==> src/common/profile_pkg.sv <==
`default_nettype none
package profile_pkg;
  // Register index space (printed offsets are word indices, so byte address = offset * 4)
  localparam int unsigned NUM_PROFILES = 6;
  localparam logic [15:0] PRIO_EN_BASE = 16'h1600;
  localparam logic [15:0] SOURCE_BASE = 16'h1601;
  localparam logic [15:0] PROFILE_STRIDE = 16'h0020;
  localparam logic [15:0] PROFILE_SPAN = 16'h0018;
  // Extra profile sets that mirror the first one
  localparam logic [15:0] EXTRA_SET_A = 16'h1680;
  localparam logic [15:0] EXTRA_SET_B = 16'h16A0;
  // Own registers: active profile status and input validity control
  localparam logic [15:0] STATUS_IDX = 16'h1700;
  localparam logic [15:0] VALID_IDX = 16'h1701;
  // Field layout
  localparam int unsigned EN_BIT = 0;
  localparam int unsigned PRIO_LSB = 1;
  localparam int unsigned PRIO_W = 5;
  localparam int unsigned SRC_W = 5;
  localparam logic [4:0] PRIO_RESET = 5'h00;
  localparam logic [4:0] SRC_RESET = 5'h00;
  localparam logic [5:0] NONREVERT_WINDOW = 6'h07;
  localparam logic [1:0] HTRANS_NONSEQ = 2'h2;
  // One profile's stored configuration
  typedef struct packed {
    logic enable;
    logic [4:0] prio;
    logic [4:0] source;
  } profile_cfg_t;
  typedef enum logic [0:0] {LOOP_FREE, LOOP_LOCKED} loop_state_t;
endpackage
`default_nettype wire

==> src/hw/profile_regs.sv <==
// Contract
// [RULE_01] Extra profile sets mirror first set layout
// [RULE_02] Five-bit priority in bits 5:1, zero highest
// [RULE_03] Switch when higher priority differs by over seven
// [RULE_04] Stay when priority difference is zero to seven
// [RULE_05] Enable bit zero means profile never used; the code drops a just-disabled active profile one edge later
// [RULE_06] Source selector bits 4:0, upper bits reserved
// [RULE_07] Bits 7:6 of first register reserved zero
// [RULE_08] Software spaces revertive priorities by eight or more
`default_nettype none
module profile_regs
  import profile_pkg::*;
#(
  parameter int unsigned NPROF = NUM_PROFILES
) (
  // Clock and reset
  input wire logic CLK,
  input wire logic ARST_N,
  // AHB-Lite slave
  input wire logic HSEL,
  input wire logic [31:0] HADDR,
  input wire logic [1:0] HTRANS,
  input wire logic HWRITE,
  input wire logic [2:0] HSIZE,
  input wire logic [31:0] HWDATA,
  input wire logic HREADY,
  output logic [31:0] HRDATA,
  output logic HREADYOUT,
  output logic HRESP,
  // Loop channel view
  output logic [4:0] ACTIVE_SOURCE,
  output logic ACTIVE_VALID
);
  // Stored profile configuration
  profile_cfg_t cfg [NPROF];
  // Which profiles software says are valid inputs
  logic [NPROF-1:0] valid_mask;
  // Selection state
  loop_state_t state;
  logic [2:0] active;
  // Latched address phase, then the combinational selection result
  logic wr_pend;
  logic [13:0] wr_idx;
  logic [2:0] next_active;
  logic next_found;
  // Distance from a profile's first register to its source register
  localparam logic [15:0] SRC_OFS = SOURCE_BASE - PRIO_EN_BASE;

  // Base index of profile n: first set at 0x1600, then the two extra sets
  // The extra sets are placed explicitly so a stride change cannot move them
  function automatic logic [15:0] base_of(input int unsigned n);
    logic [15:0] b;
    b = PRIO_EN_BASE + 16'(n) * PROFILE_STRIDE;
    if (n == 4) begin
      b = EXTRA_SET_A; // [RULE_01]
    end else if (n == 5) begin
      b = EXTRA_SET_B; // [RULE_01]
    end
    return b;
  endfunction

  // Byte address = index * 4; index is HADDR[15:2]
  wire logic [15:0] rd_idx = {2'h0, HADDR[15:2]};

  // Always zero-wait, always OKAY
  assign HREADYOUT = 1'b1;
  assign HRESP = 1'b0;

  // Capture write address phase
  // Write data arrives one cycle later, in the data phase
  always_ff @(posedge CLK or negedge ARST_N) begin
    if (!ARST_N) begin
      wr_pend <= 1'b0;
      wr_idx <= 14'h0000;
    end else if (HREADY) begin
      wr_pend <= HSEL && HTRANS == HTRANS_NONSEQ && HWRITE;
      wr_idx <= HADDR[15:2];
    end
  end

  // Register writes; reserved bits are simply not stored
  always_ff @(posedge CLK or negedge ARST_N) begin
    if (!ARST_N) begin
      for (int i = 0; i < NPROF; i++) begin
        cfg[i] <= '{enable: 1'b0, prio: PRIO_RESET, source: SRC_RESET}; // [RULE_01]
      end
      valid_mask <= '0;
    end else if (wr_pend) begin
      for (int i = 0; i < NPROF; i++) begin
        if ({2'h0, wr_idx} == base_of(i)) begin
          cfg[i].enable <= HWDATA[EN_BIT]; // [RULE_05]
          cfg[i].prio <= HWDATA[PRIO_LSB +: PRIO_W]; // [RULE_02]
        end else if ({2'h0, wr_idx} == base_of(i) + SRC_OFS) begin
          cfg[i].source <= HWDATA[SRC_W-1:0]; // [RULE_06]
        end
      end
      if ({2'h0, wr_idx} == VALID_IDX) begin
        valid_mask <= HWDATA[NPROF-1:0];
      end
    end
  end

  // Read data registered in the data phase
  // Limitation: a read right behind a write to the same register returns
  // the old value; the data phase would need a bypass to cover that case
  always_ff @(posedge CLK or negedge ARST_N) begin
    if (!ARST_N) begin
      HRDATA <= 32'h0000_0000;
    end else if (HREADY && HSEL && HTRANS == HTRANS_NONSEQ && !HWRITE) begin
      HRDATA <= 32'h0000_0000;
      for (int i = 0; i < NPROF; i++) begin
        if (rd_idx == base_of(i)) begin
          // Bits 7:6 read zero
          HRDATA <= {26'h0, cfg[i].prio, cfg[i].enable}; // [RULE_07]
        end else if (rd_idx == base_of(i) + SRC_OFS) begin
          // Bits 7:5 read zero
          HRDATA <= {27'h0, cfg[i].source}; // [RULE_06]
        end
      end
      if (rd_idx == STATUS_IDX) begin
        HRDATA <= {27'h0, state == LOOP_LOCKED, 1'b0, active};
      end else if (rd_idx == VALID_IDX) begin
        HRDATA <= {{(32-NPROF){1'b0}}, valid_mask};
      end
    end
  end

  // Pick the best eligible profile; lower number wins, lower index on ties
  // Disabled or invalid profiles never enter the race
  always_comb begin
    next_found = 1'b0;
    next_active = 3'h0;
    for (int i = 0; i < NPROF; i++) begin
      if (cfg[i].enable && valid_mask[i]) begin // [RULE_05]
        if (!next_found || cfg[i].prio < cfg[next_active].prio) begin
          next_found = 1'b1;
          next_active = 3'(i);
        end
      end
    end
  end

  // Loop selection: revertive only when priority gap exceeds seven
  always_ff @(posedge CLK or negedge ARST_N) begin
    if (!ARST_N) begin
      state <= LOOP_FREE;
      active <= 3'h0;
    end else begin
      case (state)
        LOOP_FREE: begin
          if (next_found) begin
            state <= LOOP_LOCKED;
            active <= next_active;
          end
        end
        LOOP_LOCKED: begin
          if (!cfg[active].enable || !valid_mask[active]) begin
            // Lost the active profile: take the best remaining, if any
            state <= next_found ? LOOP_LOCKED : LOOP_FREE; // [RULE_05]
            active <= next_active;
          end else if (next_found && next_active != active &&
                       {1'b0, cfg[active].prio} > {1'b0, cfg[next_active].prio}
                       + NONREVERT_WINDOW) begin
            active <= next_active; // [RULE_03]
          end
          // Gap of 0 to 7 keeps the current profile [RULE_04]
        end
        default: state <= LOOP_FREE;
      endcase
    end
  end

  // Outputs to the loop channel
  // The source follows the active index through a mux of stored fields
  assign ACTIVE_VALID = state == LOOP_LOCKED;
  assign ACTIVE_SOURCE = cfg[active].source;

  // Assertions
  // A disabled profile may stay selected only in the cycle its enable falls
  a_no_disabled_use: assert property (@(posedge CLK) disable iff (!ARST_N) // [RULE_05]
    ACTIVE_VALID |-> cfg[active].enable || !$stable(cfg[active].enable))
    else $error("disabled profile in use");

  // A gap above seven always moves to the better profile
  a_revert_gap: assert property (@(posedge CLK) disable iff (!ARST_N) // [RULE_03]
    (state == LOOP_LOCKED && cfg[active].enable && valid_mask[active] && next_found &&
     {1'b0, cfg[active].prio} > {1'b0, cfg[next_active].prio} + NONREVERT_WINDOW)
    |=> active == $past(next_active))
    else $error("revertive switch missed");

  // A gap of zero to seven keeps the current profile
  a_nonrevert_hold: assert property (@(posedge CLK) disable iff (!ARST_N) // [RULE_04]
    (state == LOOP_LOCKED && cfg[active].enable && valid_mask[active] &&
     {1'b0, cfg[active].prio} <= {1'b0, cfg[next_active].prio} + NONREVERT_WINDOW)
    |=> $stable(active))
    else $error("nonrevertive hold broken");

  // Bits 31:6 of every read, 7:6 of the first register included, always read zero
  a_prio_reserved: assert property (@(posedge CLK) disable iff (!ARST_N) // [RULE_07]
    $past(HREADY && HSEL && HTRANS == HTRANS_NONSEQ && !HWRITE) |-> HRDATA[31:6] == 26'h0000000)
    else $error("reserved bits nonzero");

  // A write to the first profile's first register lands at the data phase end
  a_prio_write: assert property (@(posedge CLK) disable iff (!ARST_N) // [RULE_02]
    (wr_pend && {2'h0, wr_idx} == PRIO_EN_BASE)
    |=> cfg[0].prio == $past(HWDATA[PRIO_LSB +: PRIO_W]) &&
        cfg[0].enable == $past(HWDATA[EN_BIT]))
    else $error("priority write lost");

  // The last extra set's source register has storage of its own
  a_extra_write: assert property (@(posedge CLK) disable iff (!ARST_N) // [RULE_01]
    (wr_pend && {2'h0, wr_idx} == EXTRA_SET_B + SRC_OFS)
    |=> cfg[NPROF-1].source == $past(HWDATA[SRC_W-1:0]))
    else $error("extra set write lost");

  // From the free state the best enabled, valid profile is taken at once
  a_free_lock: assert property (@(posedge CLK) disable iff (!ARST_N) // [RULE_05]
    (state == LOOP_FREE && next_found)
    |=> ACTIVE_VALID && active == $past(next_active) && $past(cfg[next_active].enable))
    else $error("free state did not lock");

  // A profile that loses its enable is dropped on the next edge
  a_lost_drop: assert property (@(posedge CLK) disable iff (!ARST_N) // [RULE_05]
    (state == LOOP_LOCKED && !cfg[active].enable)
    |=> !ACTIVE_VALID || active != $past(active))
    else $error("disabled profile kept");
endmodule
`default_nettype wire

==> config.mk <==
export PLATFORM = sky130hd
export DESIGN_NAME = profile_regs
export DESIGN_NICKNAME = d
export VERILOG_FILES = /design/src/common/profile_pkg.sv /design/src/hw/profile_regs.sv
export SDC_FILE = /design/constraint.sdc
export NUM_CORES = 1
export LEC_CHECK = 0
export BUFFER_PORTS_ARGS = -buffer_cell sky130_fd_sc_hd__buf_2
export CORE_MARGIN = 2
export CORE_UTILIZATION = 62
export DETAILED_ROUTE_END_ITERATION = 16
export PLACE_DENSITY_LB_ADDON = 0.15
export SLEW_MARGIN = 20
export SYNTH_ARGS = -nofsm -noshare
export SYNTH_HDL_FRONTEND = slang
export SYNTH_SLANG_ARGS = --single-unit
export TNS_END_PERCENT = 5
==> constraint.sdc <==
create_clock -name CLK -period 29.4 [get_ports CLK]
set_input_delay 1.47 -clock CLK [delete_from_list [all_inputs] [get_ports CLK]]
set_output_delay 1.47 -clock CLK [all_outputs]
set_load 0.03 [all_outputs]
* After elaboration in Yosys (flattened, before gate mapping)
Index checks and enable logic that the tools add are counted.
** Storage, ports and cells
- Flip-flop bits (word level) :: 123
- Output and inout port bits :: 40
- Bits of input ports :: 74
- Logic and storage cells :: 201
** Operators by class
- Order comparisons :: 13
- Bitwise logic cells :: 13
- Eq/ne operators :: 31
- Mux-type cells :: 74
- Reduce and logical (&&, ||, !) cells :: 41
- $add $sub $neg :: 5
** Operator list (number)
- two-way mux 32 bit :: 12
- == test 14 x 13 -> 1 bit (second input constant) :: 19
- binary-select mux 11 bit (select 3 bit) :: 6
- two-way mux 16 bit :: 12
- == test 14 x 16 -> 1 bit :: 8
- two-way mux 10 bit :: 10
- adder 16 x 1 -> 16 bit (second input constant) :: 4
- two-way mux 3 bit :: 11
- < comparator 5 bit :: 5
- >= comparator 4 bit (second input constant) :: 6
- NOT 3 -> 4 bit :: 6
- two-way mux 11 bit :: 2
- AND reduction 3 bit :: 6
- two-way mux 1 bit :: 16
- AND reduction 2 bit :: 8
- logical AND 1 bit :: 13
- zero test 1 bit :: 8
- NOT 1 bit :: 7
- adder 5 x 3 -> 6 bit (second input constant) :: 1
- > comparator 5 x 6 -> 1 bit :: 1
- logical OR 1 bit :: 6
- two-way mux 6 bit :: 1
- case mux 3 bit (2 select lines) :: 1
- two-way mux 5 bit :: 1
- other kinds (7) :: 7

* Logic depth before layout (Yosys ltp)
- Depth after elaboration :: 48
- Mapped depth :: 60
- Mapped depth without buffers :: 57

* Worst setup path before layout
Ideal clock, no wire load.
- Path kind :: reg2reg
- Start :: register cfg[53] (netlist bit)
- End :: register active[1]
- Data required time :: 29270 ps
- Path slack :: 18809 ps
- Library setup time :: 130 ps
- Stages on the path, launching flop included :: 55
- Path buffers :: 3
- Arrival time :: 10460 ps
- Clock period less this slack :: 10591 ps
- Cell sequence :: dfrtp_1 -> ha_1 -> a211oi_2 -> o211ai_1 -> nand2_2 -> buf_1 -> a21oi_1 -> ha_1 -> nand2_2 -> o31ai_4 -> nand2_1 -> o311ai_4 -> mux2i_1 -> inv_1 -> ha_1 -> nand2_1 -> o21ai_0 -> o41ai_1 -> [... 19 more ...] -> a21o_1 -> o211ai_1 -> a211oi_1 -> a221oi_2 -> ha_1 -> inv_1 -> o21ai_0 -> xor2_1 -> nand2_1 -> o21ai_0 -> ha_1 -> nand3_1 -> o21ai_0 -> nor2_1 -> nand2_1 -> o311ai_1 -> o32a_1 -> nand3_1
** On the way
- Word-level cells in the longest chain between the ends :: 45
- Elaborated cells on any way between the ends :: 69
- Those cells by class :: 1 x add/sub; 6 x order compare; 3 x eq/ne; 42 x mux; 5 x bitwise; 12 x reduce/logical
** RTL lines
- from (decl) :: line profile_regs.sv:35 : profile_cfg_t cfg [NPROF];
- from (signal, indexed assignment) :: line profile_regs.sv:85 : cfg[i] <= '{enable: 1'b0, prio: PRIO_RESET, source: SRC_RESET};
- < comparator 5 bit :: line profile_regs.sv:135 : if (!next_found || cfg[i].prio < cfg[next_active].prio) begin
- logical OR 1 bit :: line profile_regs.sv:135
- two-way mux 1 bit :: line profile_regs.sv:135
- two-way mux 1 bit :: line profile_regs.sv:134 : if (cfg[i].enable && valid_mask[i]) begin
- NOT 3 -> 4 bit (implied by the code) :: line profile_regs.sv:135
- binary-select mux 11 bit (select 3 bit) :: line profile_regs.sv:135
- two-way mux 10 bit (implied by the code) (2 in a row) :: line profile_regs.sv:135
- < comparator 5 bit :: line profile_regs.sv:135
- [... 27 more ...]
- NOT 3 -> 4 bit (implied by the code) :: line profile_regs.sv:162 : {1'b0, cfg[active].prio} > {1'b0, cfg[next_active].prio}
- binary-select mux 11 bit (select 3 bit) :: line profile_regs.sv:162
- two-way mux 10 bit (implied by the code) (2 in a row) :: line profile_regs.sv:162
- adder 5 x 3 -> 6 bit :: line profile_regs.sv:163 : + NONREVERT_WINDOW) begin
- > comparator 5 x 6 -> 1 bit :: line profile_regs.sv:162
- logical AND 1 bit :: line profile_regs.sv:161 : end else if (next_found && next_active != active &&
- inequality test 3 x 1 -> 1 bit (no line)
- AND reduction 2 bit (no line)
- to (signal assigned) :: line profile_regs.sv:153 : active <= next_active;
- to (signal assigned) :: line profile_regs.sv:160 : active <= next_active;
- to (signal assigned) :: line profile_regs.sv:164 : active <= next_active;
- to (decl) :: line profile_regs.sv:40 : logic [2:0] active;
Several ways; a longest one is shown, not always the timed one. The select of a mux whose other input is x is not followed.
A chain may end at the register's enable or synchronous reset.

* Worst setup path in the final report
- Start :: register cfg[61] (netlist bit)
- End :: register active[2]
Same word-level chain as after synthesis.

==> impl_metrics.tcl <==
set metrics [dict create \
    status "completed" \
    fin_skew_ps 14.3 \
    avgSynthCellArea_um2 10.1 \
    cts_htree_levels 3 \
    p_comb_share_pct 8.4 \
    n_antenna_cell 0 \
    yosysTopAreaCell "dfrtp_1" \
    synthCells 684 \
    crit_buf_inv 4 \
    io_buffers 38 \
    ys_types 90 \
    seq_power_share_pct 56.0 \
    grt.total_usage_pct 33.9 \
    yosysWarnings 0 \
    async_flop_share_pct 100 \
    antenna_found_initial 0 \
    required_ps 29680 \
    slowest_stage "o311ai_1" \
    dp_hpwl_um 14500 \
    cts_made_buffers 9 \
    vias 5886 \
    path_clk_slew_ps 90 \
    rsz0062_at_grt "false" \
    drc 0 \
    core_area_um2 10900 \
    max-vdd-ir-drop_v 0.0000392 \
    drive_gt1_share_pct 26.4 \
    die_w_um 110 \
    clkLatencyLatePin_ps 380 \
    internal_power_uw 181 \
    slew_viol_final 0 \
    worst_pin_slew_ps 1120 \
    rows 38 \
    clock-root-buffer "clkbuf_8" \
    grt_pass1_wl_um 30800 \
    cts_tree "built" \
    crit_type "register to register" \
    ctsHoldBuffers 0 \
    ys_ff_latch 97 \
    antenna_left 0 \
    dominantRegCellSynth "dfrtp_1" \
    critPathArrivalTime_ps 12670 \
    dp_slack_ps 17200 \
    fin_crit_sh_pct 42.1 \
    syn_area_um2 6930 \
    die-area_um2 12000 \
    post-cts-setup-buffers 0 \
    grt_max_degree 73 \
    finalNetCount 810 \
    synth_top_area_share_pct 35.0 \
    startpoint_type "register" \
    seq_area_frac_synth_pct 35.0 \
    finalHoldViolCount 0 \
    power.leakage_uw 0.00335 \
    cts_buffer_depth 2 \
    die_h_um 110 \
    wirelength_um 19300 \
    setup_ws_ps 17020 \
    path_common_cell "ha_1" \
    grt_pass1_vias 5766 \
    drt_pass1_iterations 5 \
    wl_per_cell_um 22.6 \
    end_kind "register" \
    clock_sinks 97 \
    setup_tns_ps 0 \
    cp_top_family "compound AO/OA/AOI/OAI gates" \
    switching_share_pct 26.6 \
    max_freq_mhz 80.8 \
    grt.overflow.total 0 \
    slew_headroom_pct 24.6 \
    area_growth_pct 5.06 \
    cap_violations 0 \
    gp_congestion 0.997 \
    netSwitchingPower_uw 65.8 \
    power.density_nw_per_um2 33.9 \
    clkPwrFrac_pct 35.5 \
    cpPeakStageDelay_ps 640 \
    hold_class "register to register" \
    cts_resized 0 \
    via_per_inst 6.88 \
    synth_area_leaders "dfrtp_1 (35%), mux2_2 (14%), ha_1 (4.7%)" \
    first_iter_violations 575 \
    min_period_ps 12380 \
    ios 114 \
    critical_path.max_fanout 14 \
    initial_core_util_pct 63.6 \
    synth_edf_count 0 \
    setup_violations 0 \
]
## routing by layer
| metal | global-route usage (%) | wire length [µm] | part of all wire [%] | up-vias |
|---|---|---|---|---|
| li1 | - | - | - | 2609 |
| met1 | 48.7 | 8210 | 43 | 2903 |
| met2 | 51.8 | 8840 | 46 | 320 |
| met3 | 6.34 | 1720 | 8.9 | 54 |
| met4 | 11.6 | 520 | 2.7 | 0 |
| met5 | 0 | 0 | 0 | - |
## layout make-up
cell class	instances	area, µm²
Multi-Input combinational cell	546	4210
Fill cell	889	3610
Sequential cell	97	2430
Timing Repair Buffer	41	215
Tap cell	140	175
Clock buffer	10	128
Clock inverter	6	66.3
Inverter	15	56.3
## placed cells by master, fill, tap and decap left out, types with 4 or more instances in the layout
master	instances
a21o_1	6
a21oi_1	28
a221oi_1	10
a222oi_1	4
a22oi_1	18
a31oi_1	8
and2_1	6
and4_1	4
buf_2	37
buf_4	4
clkbuf_8	9
conb_1	28
dfrtp_1	97
ha_1	26
inv_1	15
mux2_2	84
mux2i_1	14
mux4_2	11
nand2_1	54
nand2b_1	5
nand3_1	22
nor2_1	48
nor2b_1	6
nor3_1	17
o211a_1	6
o211ai_1	9
o21a_1	5
o21ai_0	31
o22ai_1	4
xnor2_1	4
## synthesized netlist by cell type (all sizes together), types with 3 or more instances
master	n
ha	26
buf	36
a21oi	31
nand4	3
o21a	5
xnor2	4
nor3b	4
inv	15
o21ai	35
dfrtp	97
mux2i	14
a31oi	8
a221oi	11
nor2b	6
nand3	22
and2	8
o211a	6
a21o	7
a222oi	4
a22oi	18
a211oi	4
nand2	57
clkbuf	15
nor4	4
nor2	48
a31o	3
mux4	11
o31a	4
o22ai	4
nand2b	5
mux2	85
or2	4
o31ai	4
and4	5
nand3b	3
o211ai	11
nor3	20
## through the flow
| stage | hold slack, ps | util (%) | cell area [µm²] | instances | power, µW |
|---|---|---|---|---|---|
| 2_1_floorplan | 472 | - | 7020 | 710 | 156 |
| 3_3_place_gp | 477 | 64.9 | 7070 | 839 | 161 |
| 3_5_place_dp | 491 | 64.9 | 7070 | 839 | 161 |
| 4_1_cts | 512 | 66.7 | 7260 | 855 | 246 |
| 5_1_grt | 531 | 66.8 | 7280 | 855 | 254 |
| 6_report | 506 | 66.8 | 7280 | 855 | 247 |
## worst reg2reg max path: cells and delay by family, from the launching register on
| family | cells | cell delay [ps] |
|---|---|---|
| AO/OA/AOI/OAI | 28 | 6350 |
| XOR/XNOR | 1 | 170 |
| adder cells (fa/ha/maj) | 7 | 2050 |
| buffers and inverters | 4 | 460 |
| flip-flops | 1 | 490 |
| multiplexers | 1 | 330 |
| AND/OR/NAND/NOR | 14 | 2460 |
## sequential cells by signal, indices dropped and copies added (netlist names)
register and cells:
valid_mask 6, ACTIVE_VALID 1, active 3, HRDATA 6
wr_idx 14, cfg 66, wr_pend 1
## kinds of logic (layout without fill, tap and decap cells)
| logic type | count (synthesis) | count (layout) | share of synthesized area (%) |
|---|---|---|---|
| buffers and inverters | 67 | 72 | 5.76 |
| other | 2 | 28 | 0.108 |
| adder cells (fa/ha/maj) | 26 | 26 | 4.70 |
| XOR/XNOR | 5 | 5 | 0.632 |
| AND/OR/NAND/NOR | 201 | 201 | 14.7 |
| multiplexers | 110 | 110 | 19.5 |
| AO/OA/AOI/OAI | 176 | 176 | 19.5 |
| flip-flops | 97 | 97 | 35.0 |
## power groups by stage
stage / logic, µW / registers (µW) / clock network, µW
after floorplan: 13.5 / 142 / 0
after detailed placement: 20.6 / 141 / 0
after CTS: 20.6 / 138 / 87.5
after global routing: 22.7 / 139 / 92.5
after global placement: 20.1 / 141 / 0
final: 20.8 / 138 / 87.7
## path summary, 6_finish.rpt
kind / startpoint / endpoint / slack, ps / cells after the start
worst max-delay path: cfg[61]$_DFFE_PN0P_ / active[2]$_DFFE_PN0P_ / 17020 / 55
worst min-delay path: wr_idx[12]$_DFFE_PN0P_ / wr_idx[12]$_DFFE_PN0P_ / 510 / 1
worst max register to register: cfg[61]$_DFFE_PN0P_ / active[2]$_DFFE_PN0P_ / 17020 / 55
worst min register to register: wr_idx[12]$_DFFE_PN0P_ / wr_idx[12]$_DFFE_PN0P_ / 510 / 1
max in group asynchronous: ARST_N / cfg[25]$_DFFE_PN0P_ / 27190 / 2
min in group asynchronous: ARST_N / active[1]$_DFFE_PN0P_ / 980 / 1
Power figures use the tool's default switching activity.
